[src/dcobj_pkg.sv]
// constants shared by the drive control object block: object indices,
// subindices, reset values, bit positions and the power state encoding.
// assumes a single controller clock; indices are 16 bits, subindices 8 bits.
package dcobj_pkg;

    ////////////////////////////////////////////////////////////////////////
    // object indices and subindices
    localparam logic [15:0] IDX_COND    = 16'h4014;
    localparam logic [15:0] IDX_BALLAST = 16'h4021;
    localparam logic [15:0] IDX_BOOT    = 16'h4042;
    localparam logic [15:0] IDX_ERR     = 16'h603f;
    localparam logic [15:0] IDX_CMD     = 16'h6040;
    localparam logic [15:0] IDX_STAT    = 16'h6041;
    localparam logic [7:0]  SUB_0       = 8'h00;
    localparam logic [7:0]  SUB_1       = 8'h01;
    localparam logic [7:0]  SUB_2       = 8'h02;
    localparam logic [7:0]  SUB_3       = 8'h03;
    localparam logic [7:0]  SUB_4       = 8'h04;
    localparam logic [7:0]  SUB_5       = 8'h05;
    localparam logic [7:0]  COND_COUNT  = 8'h05;
    localparam logic [7:0]  BAL_COUNT   = 8'h03;
    localparam logic [7:0]  BOOT_COUNT  = 8'h03;

    ////////////////////////////////////////////////////////////////////////
    // reset values
    localparam logic [31:0] BAL_SET_RST  = 32'h00000001;
    localparam logic [31:0] BAL_THR_RST  = 32'h0000c019;
    localparam logic [31:0] BAL_HYST_RST = 32'h000001f4;
    localparam logic [15:0] CMD_RST      = 16'h0000;
    localparam logic [15:0] ERR_RST      = 16'h0000;

    ////////////////////////////////////////////////////////////////////////
    // field positions
    localparam int BAL_EN_BIT      = 0;
    localparam int CMD_SWITCH_ON   = 0;
    localparam int CMD_VOLTAGE     = 1;
    localparam int CMD_QUICK_N     = 2;
    localparam int CMD_RUN_PERMIT  = 3;
    localparam int CMD_MODE_LO     = 4;
    localparam int CMD_MODE_HI     = 6;
    localparam int CMD_FAULT_CLEAR = 7;
    localparam int CMD_HALT        = 8;
    localparam int ST_READY        = 0;
    localparam int ST_SWITCHED_ON  = 1;
    localparam int ST_RUN          = 2;
    localparam int ST_FAULT        = 3;
    localparam int ST_VOLTAGE      = 4;
    localparam int ST_QUICK_N      = 5;
    localparam int ST_ON_DISABLED  = 6;
    localparam int ST_WARN         = 7;
    localparam int ST_REMOTE       = 9;

    ////////////////////////////////////////////////////////////////////////
    // operating modes in which halt acts
    localparam logic [7:0] MODE_PROF_POS  = 8'h01;
    localparam logic [7:0] MODE_VELOCITY  = 8'h02;
    localparam logic [7:0] MODE_PROF_VEL  = 8'h03;
    localparam logic [7:0] MODE_PROF_TORQ = 8'h04;
    localparam logic [7:0] MODE_INTERP    = 8'h07;

    // power state machine states
    typedef enum logic [2:0] {
        PST_NOT_READY,
        PST_ON_DISABLED,
        PST_READY,
        PST_SWITCHED_ON,
        PST_RUN,
        PST_QUICK_STOP,
        PST_FAULT_REACT,
        PST_FAULT
    } dcobj_pst_e;

endpackage : dcobj_pkg

[src/dcobj_drive_objects.sv]
// drive control objects: object access port, ballast control, error code
// and command word driving the power state machine.
// assumes measurements, error log and mode come from logic on the same clock.
// What this block does
// supply, logic voltage and board temperature readable only; entries four, five reserved
// ballast settings bit 0 enables the ballast circuit, default on
// read/write 32-bit ballast switching threshold in mV, default 0xc019
// read/write hysteresis around the threshold in mV, default 0x1f4
// ballast on above threshold, off only below threshold minus hysteresis
// boot version: main number in upper half, minor in lower half
// boot fieldbus entry uses the fieldbus module availability bit layout
// error code shows low 16 bits of newest error log entry, resets zero
// fault clear at command bit seven returns the error code to zero
// 16-bit command word, read/write, reset zero, drives power state machine
// switch-on bit at one requests the switched-on state
// enable-voltage bit at one requests the voltage-enabled state
// quick-halt bit at zero requests the quick stop state
// run-permit bit at one requests the operation-enabled state
// fault clear resets an error or warning where that is allowed
// halt bit stops motion only in the five listed modes
// status quick stop bit reads zero while in quick stop
module dcobj_drive_objects #(
    parameter logic [15:0] BOOT_MAJOR    = 16'h0000,
    parameter logic [15:0] BOOT_MINOR    = 16'h0000,
    parameter logic [31:0] BOOT_HW_GROUP = 32'h00000000
) (
    input  wire logic                    clock,
    input  wire logic                    rst,
    input  wire logic [15:0]             obj_index,
    input  wire logic [7:0]              obj_sub,
    input  wire logic                    obj_wr,
    input  wire logic                    obj_rd,
    input  wire logic [31:0]             obj_wdata,
    output logic      [31:0]             obj_rdata,
    output logic                         obj_ack,
    output logic                         obj_err,
    input  wire logic [31:0]             supply_mv,
    input  wire logic [31:0]             logic_mv,
    input  wire logic [31:0]             board_temp_dc,
    input  wire logic [31:0]             fieldbus_avail,
    input  wire logic                    error_log_valid,
    input  wire logic [31:0]             error_log_entry,
    input  wire logic                    fault_event,
    input  wire logic                    fault_present,
    input  wire logic                    warning_event,
    input  wire logic [7:0]              op_mode,
    output logic                         ballast_on,
    output logic                         halt_motion,
    output logic      [2:0]              mode_dependent_bits,
    output logic      [15:0]             status_word,
    output dcobj_pkg::dcobj_pst_e        power_state,
    output logic                         power_stage_enable
);

    ////////////////////////////////////////////////////////////////////////
    // state record
    typedef struct packed {
        logic [15:0]           cmd;
        logic [15:0]           err_code;
        logic [31:0]           bal_set;
        logic [31:0]           bal_thr;
        logic [31:0]           bal_hyst;
        logic                  bal_on;
        logic                  halt;
        logic                  fc_prev;
        logic                  warn;
        dcobj_pkg::dcobj_pst_e pst;
        logic [15:0]           status;
        logic [31:0]           rdata;
        logic                  ack;
        logic                  err;
    } dcobj_state_s;

    localparam dcobj_state_s S_RST = '{
        cmd:      dcobj_pkg::CMD_RST,
        err_code: dcobj_pkg::ERR_RST,
        bal_set:  dcobj_pkg::BAL_SET_RST,
        bal_thr:  dcobj_pkg::BAL_THR_RST,
        bal_hyst: dcobj_pkg::BAL_HYST_RST,
        bal_on:   1'b0,
        halt:     1'b0,
        fc_prev:  1'b0,
        warn:     1'b0,
        pst:      dcobj_pkg::PST_NOT_READY,
        status:   16'h0000,
        rdata:    32'h00000000,
        ack:      1'b0,
        err:      1'b0
    };

    dcobj_state_s s;
    dcobj_state_s n;

    // status word image of a power state
    function automatic logic [15:0] dcobj_status_of(input dcobj_pkg::dcobj_pst_e p, input logic w);
        logic [15:0] v;
        v = 16'h0000;
        v[dcobj_pkg::ST_REMOTE] = 1'b1;
        v[dcobj_pkg::ST_WARN]   = w;
        case (p)
            dcobj_pkg::PST_ON_DISABLED: v[dcobj_pkg::ST_ON_DISABLED] = 1'b1;
            dcobj_pkg::PST_READY:
            begin
                v[dcobj_pkg::ST_QUICK_N] = 1'b1;
                v[dcobj_pkg::ST_READY]   = 1'b1;
                v[dcobj_pkg::ST_VOLTAGE] = 1'b1;
            end
            dcobj_pkg::PST_SWITCHED_ON:
            begin
                v[dcobj_pkg::ST_QUICK_N]     = 1'b1;
                v[dcobj_pkg::ST_READY]       = 1'b1;
                v[dcobj_pkg::ST_SWITCHED_ON] = 1'b1;
                v[dcobj_pkg::ST_VOLTAGE]     = 1'b1;
            end
            dcobj_pkg::PST_RUN, dcobj_pkg::PST_QUICK_STOP:
            begin
                v[dcobj_pkg::ST_QUICK_N]     = (p == dcobj_pkg::PST_RUN);
                v[dcobj_pkg::ST_READY]       = 1'b1;
                v[dcobj_pkg::ST_SWITCHED_ON] = 1'b1;
                v[dcobj_pkg::ST_RUN]         = 1'b1;
                v[dcobj_pkg::ST_VOLTAGE]     = 1'b1;
            end
            dcobj_pkg::PST_FAULT_REACT: v[3:0] = 4'hf;
            dcobj_pkg::PST_FAULT:       v[dcobj_pkg::ST_FAULT] = 1'b1;
            default:                    v[3:0] = 4'h0;
        endcase
        return v;
    endfunction : dcobj_status_of

    ////////////////////////////////////////////////////////////////////////
    // ballast comparison in 34-bit signed arithmetic
    logic signed [33:0] sup_w;
    logic signed [33:0] thr_w;
    logic signed [33:0] low_w;
    logic               above_thr;
    logic               below_low;
    logic               fc_rise;
    logic               halt_mode;
    logic               c_so;
    logic               c_ev;
    logic               c_qs;
    logic               c_eo;

    assign sup_w     = {{2{supply_mv[31]}}, supply_mv};
    assign thr_w     = {2'b00, s.bal_thr};
    assign low_w     = thr_w - $signed({2'b00, s.bal_hyst});
    assign above_thr = sup_w > thr_w;
    assign below_low = sup_w < low_w;
    assign fc_rise   = s.cmd[dcobj_pkg::CMD_FAULT_CLEAR] & ~s.fc_prev;
    assign halt_mode = (op_mode == dcobj_pkg::MODE_PROF_POS) || (op_mode == dcobj_pkg::MODE_VELOCITY)
                    || (op_mode == dcobj_pkg::MODE_PROF_VEL) || (op_mode == dcobj_pkg::MODE_PROF_TORQ)
                    || (op_mode == dcobj_pkg::MODE_INTERP);
    assign c_so      = s.cmd[dcobj_pkg::CMD_SWITCH_ON];
    assign c_ev      = s.cmd[dcobj_pkg::CMD_VOLTAGE];
    assign c_qs      = s.cmd[dcobj_pkg::CMD_QUICK_N];
    assign c_eo      = s.cmd[dcobj_pkg::CMD_RUN_PERMIT];

    ////////////////////////////////////////////////////////////////////////
    // next state
    always_comb
    begin
        logic        hit;
        logic        ro;
        logic [31:0] rv;
        hit = 1'b1;
        ro  = 1'b1;
        rv  = 32'h00000000;
        n   = s;
        n.ack = 1'b0;
        n.err = 1'b0;
        // object decode; write takes priority over read
        case (obj_index)
            dcobj_pkg::IDX_COND:
                case (obj_sub)
                    dcobj_pkg::SUB_0: rv = {24'h000000, dcobj_pkg::COND_COUNT};
                    dcobj_pkg::SUB_1: rv = supply_mv;
                    dcobj_pkg::SUB_2: rv = logic_mv;
                    dcobj_pkg::SUB_3: rv = board_temp_dc;
                    dcobj_pkg::SUB_4, dcobj_pkg::SUB_5: rv = 32'h00000000;
                    default: hit = 1'b0;
                endcase
            dcobj_pkg::IDX_BALLAST:
                case (obj_sub)
                    dcobj_pkg::SUB_0: rv = {24'h000000, dcobj_pkg::BAL_COUNT};
                    dcobj_pkg::SUB_1:
                    begin
                        rv = s.bal_set;
                        ro = 1'b0;
                        if (obj_wr)
                            n.bal_set = obj_wdata;
                    end
                    dcobj_pkg::SUB_2:
                    begin
                        rv = s.bal_thr;
                        ro = 1'b0;
                        if (obj_wr)
                            n.bal_thr = obj_wdata;
                    end
                    dcobj_pkg::SUB_3:
                    begin
                        rv = s.bal_hyst;
                        ro = 1'b0;
                        if (obj_wr)
                            n.bal_hyst = obj_wdata;
                    end
                    default: hit = 1'b0;
                endcase
            dcobj_pkg::IDX_BOOT:
                case (obj_sub)
                    dcobj_pkg::SUB_0: rv = {24'h000000, dcobj_pkg::BOOT_COUNT};
                    dcobj_pkg::SUB_1: rv = {BOOT_MAJOR, BOOT_MINOR};
                    dcobj_pkg::SUB_2: rv = fieldbus_avail;
                    dcobj_pkg::SUB_3: rv = BOOT_HW_GROUP;
                    default: hit = 1'b0;
                endcase
            dcobj_pkg::IDX_ERR:
                if (obj_sub == dcobj_pkg::SUB_0)
                    rv = {16'h0000, s.err_code};
                else
                    hit = 1'b0;
            dcobj_pkg::IDX_CMD:
                if (obj_sub == dcobj_pkg::SUB_0)
                begin
                    rv = {16'h0000, s.cmd};
                    ro = 1'b0;
                    if (obj_wr)
                        n.cmd = obj_wdata[15:0];
                end
                else
                    hit = 1'b0;
            dcobj_pkg::IDX_STAT:
                if (obj_sub == dcobj_pkg::SUB_0)
                    rv = {16'h0000, s.status};
                else
                    hit = 1'b0;
            default: hit = 1'b0;
        endcase
        if (obj_wr || obj_rd)
        begin
            n.ack   = 1'b1;
            n.err   = ~hit | (obj_wr & ro);
            n.rdata = (obj_wr || !hit) ? 32'h00000000 : rv;
        end
        // error code and warning; a new event wins over the clear
        n.fc_prev = s.cmd[dcobj_pkg::CMD_FAULT_CLEAR];
        if (fc_rise)
        begin
            n.err_code = 16'h0000;
            n.warn     = 1'b0;
        end
        if (error_log_valid)
            n.err_code = error_log_entry[15:0];
        if (warning_event)
            n.warn = 1'b1;
        // power state machine
        case (s.pst)
            dcobj_pkg::PST_NOT_READY: n.pst = dcobj_pkg::PST_ON_DISABLED;
            dcobj_pkg::PST_ON_DISABLED:
                if (c_ev && c_qs && !c_so)
                    n.pst = dcobj_pkg::PST_READY;
            dcobj_pkg::PST_READY:
                if (!c_ev || !c_qs)
                    n.pst = dcobj_pkg::PST_ON_DISABLED;
                else if (c_so)
                    n.pst = dcobj_pkg::PST_SWITCHED_ON;
            dcobj_pkg::PST_SWITCHED_ON:
                if (!c_ev || !c_qs)
                    n.pst = dcobj_pkg::PST_ON_DISABLED;
                else if (!c_so)
                    n.pst = dcobj_pkg::PST_READY;
                else if (c_eo)
                    n.pst = dcobj_pkg::PST_RUN;
            dcobj_pkg::PST_RUN:
                if (!c_ev)
                    n.pst = dcobj_pkg::PST_ON_DISABLED;
                else if (!c_qs)
                    n.pst = dcobj_pkg::PST_QUICK_STOP;
                else if (!c_so)
                    n.pst = dcobj_pkg::PST_READY;
                else if (!c_eo)
                    n.pst = dcobj_pkg::PST_SWITCHED_ON;
            dcobj_pkg::PST_QUICK_STOP:
                if (!c_ev)
                    n.pst = dcobj_pkg::PST_ON_DISABLED;
                else if (c_qs && c_so && c_eo)
                    n.pst = dcobj_pkg::PST_RUN;
            dcobj_pkg::PST_FAULT_REACT: n.pst = dcobj_pkg::PST_FAULT;
            dcobj_pkg::PST_FAULT:
                if (fc_rise && !fault_present)
                    n.pst = dcobj_pkg::PST_ON_DISABLED;
            default: n.pst = dcobj_pkg::PST_NOT_READY;
        endcase
        if (fault_event && s.pst != dcobj_pkg::PST_FAULT && s.pst != dcobj_pkg::PST_FAULT_REACT)
            n.pst = dcobj_pkg::PST_FAULT_REACT;
        n.status = dcobj_status_of(n.pst, n.warn);
        // ballast switching with hysteresis
        if (!s.bal_set[dcobj_pkg::BAL_EN_BIT])
            n.bal_on = 1'b0;
        else if (above_thr)
            n.bal_on = 1'b1;
        else if (below_low)
            n.bal_on = 1'b0;
        n.halt = s.cmd[dcobj_pkg::CMD_HALT] & halt_mode;
    end

    // state register
    always_ff @(posedge clock or posedge rst)
    begin
        if (rst)
            s <= S_RST;
        else
            s <= n;
    end

    ////////////////////////////////////////////////////////////////////////
    // outputs
    assign obj_rdata           = s.rdata;
    assign obj_ack             = s.ack;
    assign obj_err             = s.err;
    assign ballast_on          = s.bal_on;
    assign halt_motion         = s.halt;
    assign mode_dependent_bits = s.cmd[dcobj_pkg::CMD_MODE_HI:dcobj_pkg::CMD_MODE_LO];
    assign status_word         = s.status;
    assign power_state         = s.pst;
    assign power_stage_enable  = (s.pst == dcobj_pkg::PST_SWITCHED_ON) || (s.pst == dcobj_pkg::PST_RUN)
                              || (s.pst == dcobj_pkg::PST_QUICK_STOP);

    ////////////////////////////////////////////////////////////////////////
    // assertions
    AST_COND_RO: assert property (@(posedge clock) disable iff (rst)
        obj_wr && obj_index == dcobj_pkg::IDX_COND |=> obj_ack && obj_err)
        else $error("write to operating conditions not refused");
    AST_BAL_OFF: assert property (@(posedge clock) disable iff (rst)
        !s.bal_set[0] |=> !ballast_on)
        else $error("ballast on while disabled");
    AST_THR_WR: assert property (@(posedge clock) disable iff (rst)
        obj_wr && obj_index == dcobj_pkg::IDX_BALLAST && obj_sub == dcobj_pkg::SUB_2
        |=> s.bal_thr == $past(obj_wdata))
        else $error("threshold write lost");
    AST_HYST_WR: assert property (@(posedge clock) disable iff (rst)
        obj_wr && obj_index == dcobj_pkg::IDX_BALLAST && obj_sub == dcobj_pkg::SUB_3
        |=> s.bal_hyst == $past(obj_wdata))
        else $error("hysteresis write lost");
    AST_BAL_HOLD: assert property (@(posedge clock) disable iff (rst)
        s.bal_set[0] && !above_thr && !below_low |=> ballast_on == $past(ballast_on))
        else $error("ballast changed inside hysteresis band");
    AST_BAL_ON: assert property (@(posedge clock) disable iff (rst)
        s.bal_set[0] && above_thr |=> ballast_on)
        else $error("ballast not on above threshold");
    AST_BOOT_VER: assert property (@(posedge clock) disable iff (rst)
        obj_rd && !obj_wr && obj_index == dcobj_pkg::IDX_BOOT && obj_sub == dcobj_pkg::SUB_1
        |=> obj_rdata == {BOOT_MAJOR, BOOT_MINOR})
        else $error("boot version read wrong");
    AST_ERR_LOG: assert property (@(posedge clock) disable iff (rst)
        error_log_valid |=> s.err_code == $past(error_log_entry[15:0]))
        else $error("error code not taken from log");
    AST_ERR_CLR: assert property (@(posedge clock) disable iff (rst)
        fc_rise && !error_log_valid |=> s.err_code == 16'h0000)
        else $error("error code not cleared by fault clear");
    AST_SWITCH_ON: assert property (@(posedge clock) disable iff (rst)
        s.pst == dcobj_pkg::PST_READY && c_ev && c_qs && c_so && !fault_event
        |=> power_state == dcobj_pkg::PST_SWITCHED_ON)
        else $error("switch on not honoured");
    AST_QUICK: assert property (@(posedge clock) disable iff (rst)
        s.pst == dcobj_pkg::PST_RUN && c_ev && !c_qs && !fault_event
        |=> power_state == dcobj_pkg::PST_QUICK_STOP && !status_word[dcobj_pkg::ST_QUICK_N])
        else $error("quick stop not entered");
    AST_HALT: assert property (@(posedge clock) disable iff (rst)
        s.cmd[dcobj_pkg::CMD_HALT] && !halt_mode |=> !halt_motion)
        else $error("halt outside permitted mode");
    AST_QS_STATUS: assert property (@(posedge clock) disable iff (rst)
        power_state == dcobj_pkg::PST_QUICK_STOP |-> !status_word[5] && status_word[2])
        else $error("quick stop status bit wrong");

endmodule : dcobj_drive_objects

[config.mk]
export PLATFORM = sky130hd
export DESIGN_NAME = dcobj_drive_objects
export DESIGN_NICKNAME = d
export VERILOG_FILES = /design/src/dcobj_pkg.sv /design/src/dcobj_drive_objects.sv
export SDC_FILE = /design/constraint.sdc
export NUM_CORES = 1
export LEC_CHECK = 0
export ABC_CLOCK_PERIOD_IN_PS = 12020
export BUFFER_PORTS_ARGS = -buffer_cell sky130_fd_sc_hd__buf_2
export CORE_UTILIZATION = 40
export DETAILED_ROUTE_END_ITERATION = 16
export GPL_ROUTABILITY_DRIVEN = 0
export HOLD_SLACK_MARGIN = 0.02
export PLACE_DENSITY_LB_ADDON = 0.3
export SYNTH_ARGS = -nofsm -noshare
export SYNTH_HDL_FRONTEND = slang
export SYNTH_SLANG_ARGS = --single-unit
[constraint.sdc]
create_clock -name clock -period 12.02 [get_ports clock]
set_input_delay 2.404 -clock clock [delete_from_list [all_inputs] [get_ports clock]]
set_output_delay 2.404 -clock clock [all_outputs]
set_load 0.1 [all_outputs]
==> impl_results.rst, run 1 <==
.. list-table::
   :header-rows: 1

   * - Metric
     - Value
   * - Slowest CP cell
     - sky130_fd_sc_hd__nor2_4
   * - Post-layout net count
     - 1882
   * - Static leakage
     - between 6 and 7 nW
   * - Upper clock frequency limit
     - 189 MHz
   * - Final setup vio count
     - 0
   * - CTS H-tree lvls
     - 4
   * - Final max-slew violation count
     - 0
   * - Clk buf depth
     - 2
   * - 1st-pass router iterations
     - 9
   * - Setup skew after layout
     - 0.00906 ns
   * - Die span in y
     - 181 um
   * - Req. time, crit path
     - 12.35 ns
   * - Number of cells on the critical path
     - 8
   * - Pin count of the biggest net entering global routing
     - 107
   * - Type of element launching the critical path
     - input pin
   * - Number of ports placed on the die boundary
     - between 200 and 300
   * - Library cell occupying the most area in the post-synthesis netlist
     - sky130_fd_sc_hd__dfrtp_1
   * - Remaining global-route overflow
     - 0
   * - Synthesized flop and latch total
     - 177
   * - Growth of design area from synthesis to finish
     - 14.0%
   * - Floorplan row count
     - between 60 and 70
   * - # Post-CTS Setup Buffers
     - 0
   * - Cell-by-cell listing of the critical path
     - buf_2, nor4_2, and3b_1, nand3_1, nor2_1, nand2_1, nor2_4, mux2_2
   * - DRC violation total after the first TritonRoute iteration
     - between 800 and 900
   * - Sequential-to-total area share from yosys stat
     - 0.347
   * - Final wirelength
     - 39000 um
   * - Resized Gates After CTS
     - 0
   * - Clock-pin slew on the worst setup and hold paths
     - 0.07 ns
   * - Total core area
     - 31600 um^2
   * - Average via count per standard cell
     - 5.68
   * - Root cell of the clock tree
     - sky130_fd_sc_hd__clkbuf_16
   * - Buffers & Inverters on Critical Path
     - 1
   * - Max transition margin
     - 0.183
   * - Routing layer with the top usage in global route
     - met2
   * - Most repeated cell in the gate-level netlist after synthesis
     - sky130_fd_sc_hd__dfrtp_1
   * - M1 GR Usage
     - 0.334
   * - Flop2flop setup slack
     - 7.34 ns
   * - PnR Total Power
     - 1.31 mW
   * - Die width
     - 181 um
   * - Transition time at the pin with the least slew margin
     - 1.22 ns
   * - TritonCTS clock tree
     - built
   * - Warnings from Yosys
     - 0
   * - Netlist Area Pre-Place
     - 12800 um^2
   * - Crit path max fanout
     - 32
   * - Number of sinks handled by clock tree synthesis
     - 177
   * - GR met2 Demand/Resource
     - 0.384
   * - Worst Setup End Kind
     - register
   * - Post-detailed-route DRC marker count
     - 0
   * - Cell count after synthesis
     - 1368
   * - Share of final-layout standard cells stronger than drive strength 1
     - 0.315
   * - Quantity of hold-fixing buffers added after cts
     - 0
   * - Final worst path period share
     - 0.441
   * - Worst-case vdd ir drop
     - 0.100 mV
   * - Quantity of I/O buffers inserted on ports
     - 267
   * - Fraction of registers with async set/reset
     - 1.00
   * - Initial core utilization
     - 0.406
   * - Global-route wire length before repair
     - 61200 um
   * - Worst setup path end
     - s[79]
   * - Delay-heaviest family, CP
     - simple AND/OR/NAND/NOR gates
   * - Most common flop cell mapped by yosys
     - sky130_fd_sc_hd__dfrtp_1
   * - Initial antenna violation count
     - 5
   * - Largest cells by area after synthesis
     - sky130_fd_sc_hd__dfrtp_1 32%, sky130_fd_sc_hd__mux2_2 12%, sky130_fd_sc_hd__ha_1 9.5%, sky130_fd_sc_hd__nand2_1 4.4%, sky130_fd_sc_hd__a22oi_1 4.0%
   * - Drt wl/cell
     - 19.8 um
   * - Final core utilization
     - 0.463
   * - Setup Total Neg Slack
     - 0 ns
   * - Path category of the worst min-delay check
     - register to register
   * - Number of global-route vias before repair
     - 11000
   * - Share of the synthesized area in the top cell type
     - 0.322
   * - Minimum clock period
     - 5.30 ns
   * - Die ar.
     - 32800 um^2
   * - Insertion delay of the later-clocked pin in the worst-skew pair
     - 0.45 ns
   * - Worst reg2reg path endpoint
     - ballast_on
   * - Antenna violation net count after detailed routing
     - 0
   * - Worst Path Arrival
     - 5.62 ns
   * - Total global routing track utilization
     - 0.241
   * - Final hold violation count
     - 0
   * - Stage delay of the slowest cell on the critical path
     - about 0.99 ns
   * - Number of maximum-capacitance violations
     - 0
   * - Number of clock buffers inserted by TritonCTS
     - 17
   * - Cell area power density
     - 89.5 nW/um^2
   * - Total number of vias
     - 11200
   * - Kind of critical path
     - input pin to register
   * - Global routing met3 resource utilization
     - 0.0399
   * - Mean instance size in the synthesized netlist
     - approximately 9.4 um^2
   * - Setup repair after global routing missed its margin
     - no
   * - Most frequent cells after synthesis
     - 165 x sky130_fd_sc_hd__dfrtp_1, 151 x sky130_fd_sc_hd__nand2_1, 137 x sky130_fd_sc_hd__mux2_2
   * - Worst r2r path cells
     - 17
   * - Startpoint of the most critical setup path
     - obj_index[3]
   * - Synth unique cells
     - 81
   * - Post-synth EDFFs
     - 0
   * - Reg2Reg Launch Point
     - s[61]
   * - Outcome
     - completed
   * - Half-perimeter wire length after placement
     - 29600 um
## power breakdown
| group | switching (mW) | leakage [nW] | internal, mW |
|---|---|---|---|
| logic | 0.0947 | 4.09 | 0.0562 |
| clock network | 0.279 | 0.267 | 0.276 |
| registers | 0.00339 | 2.36 | 0.601 |
| total | 0.377 | 6.72 | 0.932 |
## sequential cells by signal, summed over array words and instances, names as in the netlist, 3 cells and up
name	flops
s	121
power_state	3
obj_rdata	32
status_word	9
mode_dependent_bits	3
## worst min-delay path, cell delays in order, from the launching register on
cell and delay [ns]:
sky130_fd_sc_hd__dfrtp_1 0.34, sky130_fd_sc_hd__nand2_1 0.05, sky130_fd_sc_hd__o21ai_1 0.06
## cell type report
class	instances	area [um^2]
multi-input combinational	996	7350
sequential	177	4440
tap	402	503
antenna	3	7.51
clock inverter	15	153
timing repair buffer	277	1410
fill	3062	16900
clock buffer	17	425
inverter	83	317
## metrics by stage
step / hold WS, ns / cell area (um^2) / setup WS [ns] / cells
after global routing: 0.520 / 14600 / 6.56 / 1970
after global placement: 0.463 / 14000 / 6.41 / 1935
final: 0.480 / 14600 / 6.72 / 1970
after detailed placement: 0.470 / 14000 / 6.38 / 1935
after floorplan: 0.392 / 12800 / 4.83 / 1374
after CTS: 0.486 / 14600 / 6.83 / 1967
## cell usage in the layout (no fill, tap or decap), drive strengths merged, types with 14 or more instances in the layout
cell    synthesis  layout
dfrtp         165     165
clkbuf         45      17
o22ai          25      25
nor3           16      16
o21ai         113     113
xnor2          14      14
a21oi          65      65
ha             97      97
a21o           18      18
nand2b         14      14
nand3          20      20
nand2         152     152
nor2           61      61
mux2          149     149
a22oi          68      68
xor2           14      14
buf            73     277
inv            83      88
## cells by family (layout without fill, tap and decap cells)
logic type                 count (synthesis)  after routing  synth area share
buffers and inverters                    201            392            0.0827
DFF                                      177            177             0.347
AOI/OAI and AO/OA                        389            389             0.197
other                                      2             11          0.000586
and+or+nand+nor                          320            320             0.121
adders and majority gates                 98             98            0.0962
xor gates and xnor gates                  28             28            0.0191
muxes                                    153            153             0.137
## worst min path at each step
stage / from / to / cells after the start
after floorplan: n[54] / s[54] / 0
after detailed placement: obj_rdata[21] / obj_rdata[21] / 2
after global routing: obj_rdata[8] / obj_rdata[8] / 2
after global placement: obj_rdata[31] / obj_rdata[31] / 2
final: obj_rdata[16] / obj_rdata[16] / 2
after CTS: obj_rdata[21] / obj_rdata[21] / 2
## per-layer routing
metal	vias to the layer above	routed length, um
met5	-	14
met4	2	678
met3	50	2550
met2	374	17900
met1	5464	17900
li1	5309	-
Power figures use the tool's default switching activity.
==> run 2, diff against run 1 <==
--- a/config.mk
+++ b/config.mk
@@ -5,7 +5,7 @@
 export SDC_FILE = /design/constraint.sdc
 export NUM_CORES = 1
 export LEC_CHECK = 0
-export ABC_CLOCK_PERIOD_IN_PS = 12020
+export ABC_CLOCK_PERIOD_IN_PS = 5300
 export BUFFER_PORTS_ARGS = -buffer_cell sky130_fd_sc_hd__buf_2
 export CORE_UTILIZATION = 40
 export DETAILED_ROUTE_END_ITERATION = 16
==> constraint.sdc (replaced) <==
create_clock -name clock -period 5.3 [get_ports clock]
set_input_delay 1.06 -clock clock [delete_from_list [all_inputs] [get_ports clock]]
set_output_delay 1.06 -clock clock [all_outputs]
set_load 0.1 [all_outputs]
==> run 2 against run 1 <==
Against the previous run:
- clock power increased by 130%
- combinational power increased by 130%
- register-to-register slack got worse by 6.6 ns
- sequential power increased by 130%
- hold slack improved by 0.0069 ns
- core utilization increased by 0.15 points
- die area unchanged
- final cell count increased by 0.25%
- via count increased by 1.2%
- clock skew decreased by 0.00095 ns
==> impl_results.rst, run 2 (synthesized netlist as in run 1, its figures left out) <==
.. list-table::
   :header-rows: 1

   * - Metric
     - Value
   * - Number of maximum-capacitance violations
     - 0 (unchanged)
   * - Final worst path period share
     - 0.861
   * - Final max-slew violation count
     - 0 (unchanged)
   * - Largest register by flop count
     - s (unchanged)
   * - Final hold violation count
     - 0 (unchanged)
   * - Number of ports placed on the die boundary
     - 291 (unchanged)
   * - Max transition margin
     - 0.292 (was 0.183)
   * - Worst Setup End Kind
     - register (unchanged)
   * - Setup repair after global routing missed its margin
     - no (unchanged)
   * - Commonest non-fill, non-tap cells in the layout
     - 266 x sky130_fd_sc_hd__buf_2, 165 x sky130_fd_sc_hd__dfrtp_1, 151 x sky130_fd_sc_hd__nand2_1 (unchanged)
   * - Req. time, crit path
     - 5.64 ns (was 12.35 ns)
   * - Cell area power density
     - 205 nW/um^2 (was 89.5 nW/um^2)
   * - Kind of critical path
     - register to register (was input pin to register)
   * - Total number of vias
     - 11300 (was 11200)
   * - Average via count per standard cell
     - 5.74 (was 5.68)
   * - Clk buf depth
     - 2 (unchanged)
   * - Post-detailed-route DRC marker count
     - 0 (unchanged)
   * - Insertion delay of the later-clocked pin in the worst-skew pair
     - 0.45 ns (about the same)
   * - Type of element launching the critical path
     - register (was input pin)
   * - Die span in y
     - 181 um (unchanged)
   * - Drt wl/cell
     - 20.0 um (was 19.8 um)
   * - Clock-pin slew on the worst setup and hold paths
     - 0.07 ns (about the same)
   * - Static leakage
     - 6.75 nW (was 6.72 nW)
   * - Number of global-route vias before repair
     - 10800 (was 11000)
   * - Setup skew after layout
     - 0.00811 ns (was 0.00906 ns)
   * - Outcome
     - completed (unchanged)
   * - Upper clock frequency limit
     - approximately 220 MHz
   * - Initial antenna violation count
     - 5 (unchanged)
   * - Final setup vio count
     - 0 (unchanged)
   * - Global-route wire length before repair
     - 61100 um (was 61200 um)
   * - Number of sinks handled by clock tree synthesis
     - 177 (unchanged)
   * - TritonCTS clock tree
     - built (unchanged)
   * - Transition time at the pin with the least slew margin
     - 1.05 ns (was 1.22 ns)
   * - Crit path max fanout
     - 5 (was 32)
   * - Share of final-layout standard cells stronger than drive strength 1
     - 0.317 (was 0.315)
   * - DRC violation total after the first TritonRoute iteration
     - 1022 (was 880)
   * - Slowest CP cell
     - sky130_fd_sc_hd__dfstp_2 (was sky130_fd_sc_hd__nor2_4)
   * - Path category of the worst min-delay check
     - register to register (unchanged)
   * - Most frequent standard cell in the layout excluding fill and tap cells
     - sky130_fd_sc_hd__buf_2 (unchanged)
   * - CTS H-tree lvls
     - 4 (unchanged)
   * - Quantity of I/O buffers inserted on ports
     - 267 (unchanged)
   * - PnR Total Power
     - 3.01 mW (was 1.31 mW)
   * - Minimum clock period
     - 4.56 ns
   * - Resized Gates After CTS
     - 0 (unchanged)
   * - Area of all sequential standard cells
     - 4440 um^2 (unchanged)
   * - Final Instance Count excl. Fillers
     - 1975 (was 1970)
   * - Dpl cells
     - 1940 (was 1935)
   * - Die width
     - 181 um (unchanged)
   * - Quantity of hold-fixing buffers added after cts
     - 0 (unchanged)
   * - Stage delay of the slowest cell on the critical path
     - 0.54 ns (was 0.99 ns)
   * - Worst Path Arrival
     - 4.90 ns (was 5.62 ns)
   * - FILL cells
     - 3062 (unchanged)
   * - Setup Total Neg Slack
     - 0 ns (unchanged)
   * - Initial core utilization
     - 0.406 (unchanged)
   * - Total core area
     - 31600 um^2 (unchanged)
   * - Root cell of the clock tree
     - sky130_fd_sc_hd__clkbuf_16 (unchanged)
   * - Cell-by-cell listing of the critical path
     - inv_1, ha_1, and2_1, a221oi_1, o221ai_1, a221o_1, a311oi_1, o21ai_0, xnor2_1, ha_1, a21oi_1, nor2b_1, o21ai_0, nand2b_1, a2111oi_0, a31oi_1, a211o_1 (was buf_2, nor4_2, and3b_1, nand3_1, nor2_1, nand2_1, nor2_4, mux2_2)
   * - Total global routing track utilization
     - 0.242 (was 0.241)
   * - Die ar.
     - 32800 um^2 (unchanged)
   * - Number of clock buffers inserted by TritonCTS
     - 17 (unchanged)
   * - Half-perimeter wire length after placement
     - 29800 um (was 29600 um)
   * - Remaining global-route overflow
     - 0 (unchanged)
   * - Antenna violation net count after detailed routing
     - 0 (unchanged)
   * - Final wirelength
     - 39500 um (was 39000 um)
   * - Growth of design area from synthesis to finish
     - 14.4% (was 14.0%)
   * - Worst-case vdd ir drop
     - 0.238 mV (was 0.100 mV)
   * - Multi-input combinational cell area
     - 7350 um^2 (unchanged)
   * - Max reg flops
     - 121 (unchanged)
   * - Pin count of the biggest net entering global routing
     - 178 (was 107)
   * - Post-layout net count
     - 1887 (was 1882)
   * - Floorplan row count
     - 65 (unchanged)
   * - 1st-pass router iterations
     - 6 (was 9)
   * - # Post-CTS Setup Buffers
     - 0 (unchanged)
==> run 2: per-layer routing <==
metal | share of wire | GRT usage | vias to the layer above
met5 | 0.00028 | 0 | -
met1 | 0.46 | 0.347 | 5500
met4 | 0.022 | 0.0807 | 2
met2 | 0.45 | 0.366 | 469
li1 | - | - | 5306
met3 | 0.067 | 0.0417 | 52
==> run 2: where the power goes <==
group          switching [mW]  leakage [nW]  internal (mW)
Combinational           0.216          4.12          0.129
Clock                   0.630         0.266          0.663
Sequential            0.00837          2.36           1.36
==> run 2: layout make-up <==
| class | instances | share of cell area |
|---|---|---|
| flip-flops and latches | 177 | 0.303 |
| clock buffers | 17 | 0.0290 |
| well taps | 402 | 0.0343 |
| diodes | 3 | 0.000512 |
| clock inverters | 15 | 0.0103 |
| repair buffers | 282 | 0.0998 |
| inverters | 83 | 0.0215 |
| multi-input cells | 996 | 0.501 |
==> run 2: worst max-delay path, delay by kind of cell (launching register included) <==
| kind | cells | cell delay, ns |
|---|---|---|
| adders and majority gates | 2 | 0.54 |
| AOI/OAI and AO/OA | 10 | 2.86 |
| buffers and inverters | 1 | 0.05 |
| DFF | 1 | 0.54 |
| and+or+nand+nor | 3 | 0.31 |
| xor gates and xnor gates | 1 | 0.15 |
==> run 2: worst paths after layout <==
check | startpoint | cells after the start | endpoint | slack, ns
setup / recovery | s[61] | 17 | ballast_on | 0.74
hold / removal | obj_rdata[6] | 2 | obj_rdata[6] | 0.49
setup reg to reg | s[61] | 17 | ballast_on | 0.74
hold reg to reg | obj_rdata[6] | 2 | obj_rdata[6] | 0.49
max in group asynchronous | rst | 3 | s[111] | 3.70
min in group asynchronous | rst | 3 | halt_motion | 0.88
==> run 2: stage by stage <==
| step | setup WS, ns | hold slack [ns] | area, um^2 | util |
|---|---|---|---|---|
| 2_1_floorplan | 1.35 | 0.392 | 12800 | - |
| 3_3_place_gp | 0.848 | 0.463 | 14100 | 0.446 |
| 3_5_place_dp | 0.726 | 0.471 | 14100 | 0.446 |
| 4_1_cts | 0.728 | 0.488 | 14700 | 0.465 |
| 5_1_grt | 0.364 | 0.507 | 14700 | 0.465 |
| 6_report | 0.739 | 0.487 | 14700 | 0.465 |
==> run 3, diff against run 2 <==
--- a/config.mk
+++ b/config.mk
@@ -5,11 +5,11 @@
 export SDC_FILE = /design/constraint.sdc
 export NUM_CORES = 1
 export LEC_CHECK = 0
+export ABC_AREA = 1
 export ABC_CLOCK_PERIOD_IN_PS = 5300
 export BUFFER_PORTS_ARGS = -buffer_cell sky130_fd_sc_hd__buf_2
 export CORE_UTILIZATION = 40
 export DETAILED_ROUTE_END_ITERATION = 16
-export GPL_ROUTABILITY_DRIVEN = 0
 export HOLD_SLACK_MARGIN = 0.02
 export PLACE_DENSITY_LB_ADDON = 0.3
 export SYNTH_ARGS = -nofsm -noshare
==> run 3 against run 2 <==
Against the previous run:
- clock power about the same
- global-route usage increased by 2.8 points
- design area increased by 2.3%
- total power decreased by 1.9%
- flip-flop and latch count unchanged
- count of clock-buffer cells in the layout unchanged
- core utilization increased by 0.69 points
- combinational power decreased by 17%
- via count increased by 15%
- synthesized cell count increased by 37%
- fmax increased by 14%
- largest cell class unchanged
- highest routed layer unchanged
==> impl_results.rst, run 3 <==
.. list-table::
   :header-rows: 1

   * - Metric
     - Value
   * - Static leakage
     - 7.96 nW (was 6.75 nW)
   * - Minimum clock period
     - 4.00 ns (was 4.56 ns)
   * - TritonCTS clock tree
     - built (unchanged)
   * - Kind of critical path
     - register to register (unchanged)
   * - Global-route wire length before repair
     - 68800 um (was 61100 um)
   * - DRC violation total after the first TritonRoute iteration
     - 858 (was 1022)
   * - Number of global-route vias before repair
     - 12700 (was 10800)
   * - Req. time, crit path
     - 5.69 ns (was 5.64 ns)
   * - Final worst path period share
     - 0.754 (was 0.861)
   * - Type of element launching the critical path
     - register (unchanged)
   * - Max transition margin
     - 0.252 (was 0.292)
   * - Final Instance Count excl. Fillers
     - 2518 (was 1975)
   * - CTS H-tree lvls
     - 4 (unchanged)
   * - Worst Path Arrival
     - 4.39 ns (was 4.90 ns)
   * - Clk buf depth
     - 2 (unchanged)
   * - Most frequent standard cell in the layout excluding fill and tap cells
     - sky130_fd_sc_hd__nand2_1 (was sky130_fd_sc_hd__buf_2)
   * - Upper clock frequency limit
     - 250 MHz (was 219 MHz)
   * - Setup Total Neg Slack
     - 0 ns (unchanged)
   * - Insertion delay of the later-clocked pin in the worst-skew pair
     - 0.46 ns (was 0.45 ns)
   * - PnR Total Power
     - 2.95 mW (was 3.01 mW)
   * - Library cell occupying the most area in the post-synthesis netlist
     - sky130_fd_sc_hd__dfrtp_1 (unchanged)
   * - Depth of the worst hold-timing path
     - 0 (was 2)
   * - Setup repair after global routing missed its margin
     - no (unchanged)
   * - Initial antenna violation count
     - 2 (was 5)
   * - Transition time at the pin with the least slew margin
     - 1.12 ns (was 1.05 ns)
   * - Post-synth EDFFs
     - 0 (unchanged)
   * - Commonest non-fill, non-tap cells in the layout
     - 671 x sky130_fd_sc_hd__nand2_1, 267 x sky130_fd_sc_hd__buf_2, 202 x sky130_fd_sc_hd__inv_1 (was 266 x sky130_fd_sc_hd__buf_2, 165 x sky130_fd_sc_hd__dfrtp_1, 151 x sky130_fd_sc_hd__nand2_1)
   * - Total inserted antenna cells
     - 0 (was 3)
   * - Pin count of the biggest net entering global routing
     - 150 (was 178)
   * - Number of maximum-capacitance violations
     - 0 (unchanged)
   * - Most frequent cells after synthesis
     - 671 x sky130_fd_sc_hd__nand2_1, 203 x sky130_fd_sc_hd__inv_1, 165 x sky130_fd_sc_hd__dfrtp_1 (was 165 x sky130_fd_sc_hd__dfrtp_1, 151 x sky130_fd_sc_hd__nand2_1, 137 x sky130_fd_sc_hd__mux2_2)
   * - Warnings from Yosys
     - 0 (unchanged)
   * - Total global routing track utilization
     - 0.269 (was 0.242)
   * - Die ar.
     - 33300 um^2 (was 32800 um^2)
   * - # Post-CTS Setup Buffers
     - 0 (unchanged)
   * - Floorplan row count
     - 65 (unchanged)
   * - Outcome
     - completed (unchanged)
   * - Setup skew after layout
     - 0.0117 ns (was 0.00811 ns)
   * - Total core area
     - 31800 um^2 (was 31600 um^2)
   * - Flop2flop setup slack
     - 1.30 ns (was 0.74 ns)
   * - Number of clock buffers inserted by TritonCTS
     - 17 (unchanged)
   * - Worst reg2reg path endpoint
     - ballast_on (unchanged)
   * - Average via count per standard cell
     - 5.18 (was 5.74)
   * - Crit path max fanout
     - 4 (was 5)
   * - Most repeated cell in the gate-level netlist after synthesis
     - sky130_fd_sc_hd__nand2_1 (was sky130_fd_sc_hd__dfrtp_1)
   * - Capture endpoint of the worst hold path
     - s[54] (was obj_rdata[6])
   * - Half-perimeter wire length after placement
     - 34300 um (was 29800 um)
   * - Sequential-to-total area share from yosys stat
     - 0.341 (was 0.347)
   * - Worst r2r path cells
     - 20 (was 17)
   * - 1st-pass router iterations
     - 5 (was 6)
   * - Growth of design area from synthesis to finish
     - 15.0% (was 14.4%)
   * - Initial core utilization
     - 0.410 (was 0.406)
   * - Synthesized flop and latch total
     - 177 (unchanged)
   * - Reg2Reg Launch Point
     - s[89] (was s[61])
   * - Largest register by flop count
     - s (unchanged)
   * - Routability cong.
     - ~0.92
   * - Quantity of hold-fixing buffers added after cts
     - 0 (unchanged)
   * - Total number of vias
     - 13000 (was 11300)
   * - Die span in y
     - 183 um (was 181 um)
   * - Cell count after synthesis
     - 1878 (was 1368)
   * - Root cell of the clock tree
     - sky130_fd_sc_hd__clkbuf_16 (unchanged)
   * - Post-detailed-route DRC marker count
     - 0 (unchanged)
   * - Cell area power density
     - 197 nW/um^2 (was 205 nW/um^2)
   * - Worst-case vdd ir drop
     - 0.220 mV (was 0.238 mV)
   * - Antenna violation net count after detailed routing
     - 0 (unchanged)
   * - Max reg flops
     - 121 (unchanged)
   * - Netlist Area Pre-Place
     - 13000 um^2 (was 12800 um^2)
   * - Final wirelength
     - 44200 um (was 39500 um)
   * - Dpl cells
     - 2486 (was 1940)
   * - Share of the synthesized area in the top cell type
     - 0.317 (was 0.322)
   * - Post-layout net count
     - 2400 (was 1887)
   * - Most common flop cell mapped by yosys
     - sky130_fd_sc_hd__dfrtp_1 (unchanged)
   * - Final setup vio count
     - 0 (unchanged)
   * - Die width
     - 183 um (was 181 um)
   * - Fraction of registers with async set/reset
     - 1.00 (unchanged)
   * - Path category of the worst min-delay check
     - register to register (unchanged)
   * - Quantity of I/O buffers inserted on ports
     - 267 (unchanged)
   * - Mean instance size in the synthesized netlist
     - 6.94 um^2 (was 9.37 um^2)
   * - Synth unique cells
     - 47 (was 81)
   * - Drt wl/cell
     - 17.6 um (was 20.0 um)
   * - Remaining global-route overflow
     - 0 (unchanged)
   * - Clock-pin slew on the worst setup and hold paths
     - 0.08 ns (was 0.07 ns)
   * - Final max-slew violation count
     - 0 (unchanged)
   * - Final hold violation count
     - 0 (unchanged)
   * - Resized Gates After CTS
     - 0 (unchanged)
   * - Share of final-layout standard cells stronger than drive strength 1
     - 0.169 (was 0.317)
   * - Start point of the worst hold path
     - n[54] (was obj_rdata[6])
   * - Largest cells by area after synthesis
     - sky130_fd_sc_hd__dfrtp_1 32%, sky130_fd_sc_hd__nand2_1 19%, sky130_fd_sc_hd__ha_1 9.3%, sky130_fd_sc_hd__inv_1 5.8%, sky130_fd_sc_hd__nand3_1 5.2% (was sky130_fd_sc_hd__dfrtp_1 32%, sky130_fd_sc_hd__mux2_2 12%, sky130_fd_sc_hd__ha_1 9.5%, sky130_fd_sc_hd__nand2_1 4.4%, sky130_fd_sc_hd__a22oi_1 4.0%)
   * - Worst Setup End Kind
     - register (unchanged)
   * - Number of sinks handled by clock tree synthesis
     - 177 (unchanged)
   * - Number of ports placed on the die boundary
     - 291 (unchanged)
-- run 3: cell count changes in the layout (fill, tap and decap cells not counted), sizes merged, moves of 11 or more --
cell | previous run | this run
a211oi | 12 | 1
a22oi | 68 | 1
inv | 88 | 213
mux2 | 149 | 0
nand2 | 152 | 676
nand2b | 14 | 0
nand3 | 20 | 139
nor2 | 61 | 85
o21ai | 113 | 160
o221ai | 2 | 22
o22ai | 25 | 0
-- run 3: final cells by class --
| class | count | area (um^2) |
|---|---|---|
| clock inverters | 15 | 170 |
| fillers | 3317 | 16800 |
| multi-input cells | 1385 | 7180 |
| flip-flops and latches | 177 | 4440 |
| repair buffers | 279 | 1440 |
| inverters | 210 | 792 |
| clock buffers | 17 | 425 |
| well taps | 435 | 544 |
-- run 3: how the worst max path moves through the flow --
stage                from          to  cells past startpoint
global route        s[89]  ballast_on                     20
floorplan             rst  ballast_on                      1
CTS                 s[89]  ballast_on                     20
finish              s[89]  ballast_on                     20
detailed placement  s[89]  ballast_on                     20
global placement    s[89]  ballast_on                     21
-- run 3: kinds of logic after synthesis --
kind of cell	after synthesis	synth area share
and+or+nand+nor	949	0.302
other	2	0.000576
buffers and inverters	322	0.112
AOI/OAI and AO/OA	305	0.133
xor gates and xnor gates	25	0.0168
adders and majority gates	98	0.0946
DFF	177	0.341
-- run 3: through the flow --
step | util | hold slack [ns] | area [um^2] | worst slack, ns
final | 0.472 | 0.443 | 15000 | 1.30
after detailed placement | 0.453 | 0.418 | 14400 | 1.36
after CTS | 0.472 | 0.442 | 15000 | 1.35
after floorplan | - | 0.395 | 13100 | 1.98
after global placement | 0.453 | 0.411 | 14400 | 1.40
after global routing | 0.472 | 0.456 | 15000 | 1.02
-- run 3: metal layers --
metal | part of all wire | vias up | track usage
met1 | 0.42 | 6054 | 0.333
met2 | 0.48 | 480 | 0.465
met3 | 0.060 | 79 | 0.0419
li1 | - | 6432 | -
met5 | 0.00034 | - | 0
met4 | 0.036 | 2 | 0.114
-- run 3: critical path: stages, from the launching register on --
cell,delay [ns]
sky130_fd_sc_hd__dfstp_2,0.55
sky130_fd_sc_hd__inv_1,0.08
sky130_fd_sc_hd__ha_1,0.18
sky130_fd_sc_hd__inv_1,0.09
sky130_fd_sc_hd__fa_1,0.21
sky130_fd_sc_hd__nand3_1,0.08
sky130_fd_sc_hd__nand2_1,0.15
sky130_fd_sc_hd__a21oi_1,0.14
sky130_fd_sc_hd__o21ai_0,0.69
sky130_fd_sc_hd__nand3_1,0.15
sky130_fd_sc_hd__nand2_1,0.16
sky130_fd_sc_hd__xor2_1,0.08
sky130_fd_sc_hd__ha_1,0.29
sky130_fd_sc_hd__nand2_1,0.05
sky130_fd_sc_hd__nor2_1,0.22
sky130_fd_sc_hd__nand4_1,0.25
sky130_fd_sc_hd__o21ai_0,0.22
sky130_fd_sc_hd__nor2_1,0.07
sky130_fd_sc_hd__nand3_1,0.07
sky130_fd_sc_hd__nand3_1,0.08
sky130_fd_sc_hd__a21oi_1,0.11
-- run 3: report_power, final --
| group | internal [mW] | total (mW) | leakage [nW] | switching (mW) |
|---|---|---|---|---|
| logic | 0.102 | 0.288 | 5.31 | 0.186 |
| registers | 1.36 | 1.37 | 2.37 | 0.00580 |
| clock network | 0.633 | 1.29 | 0.287 | 0.661 |
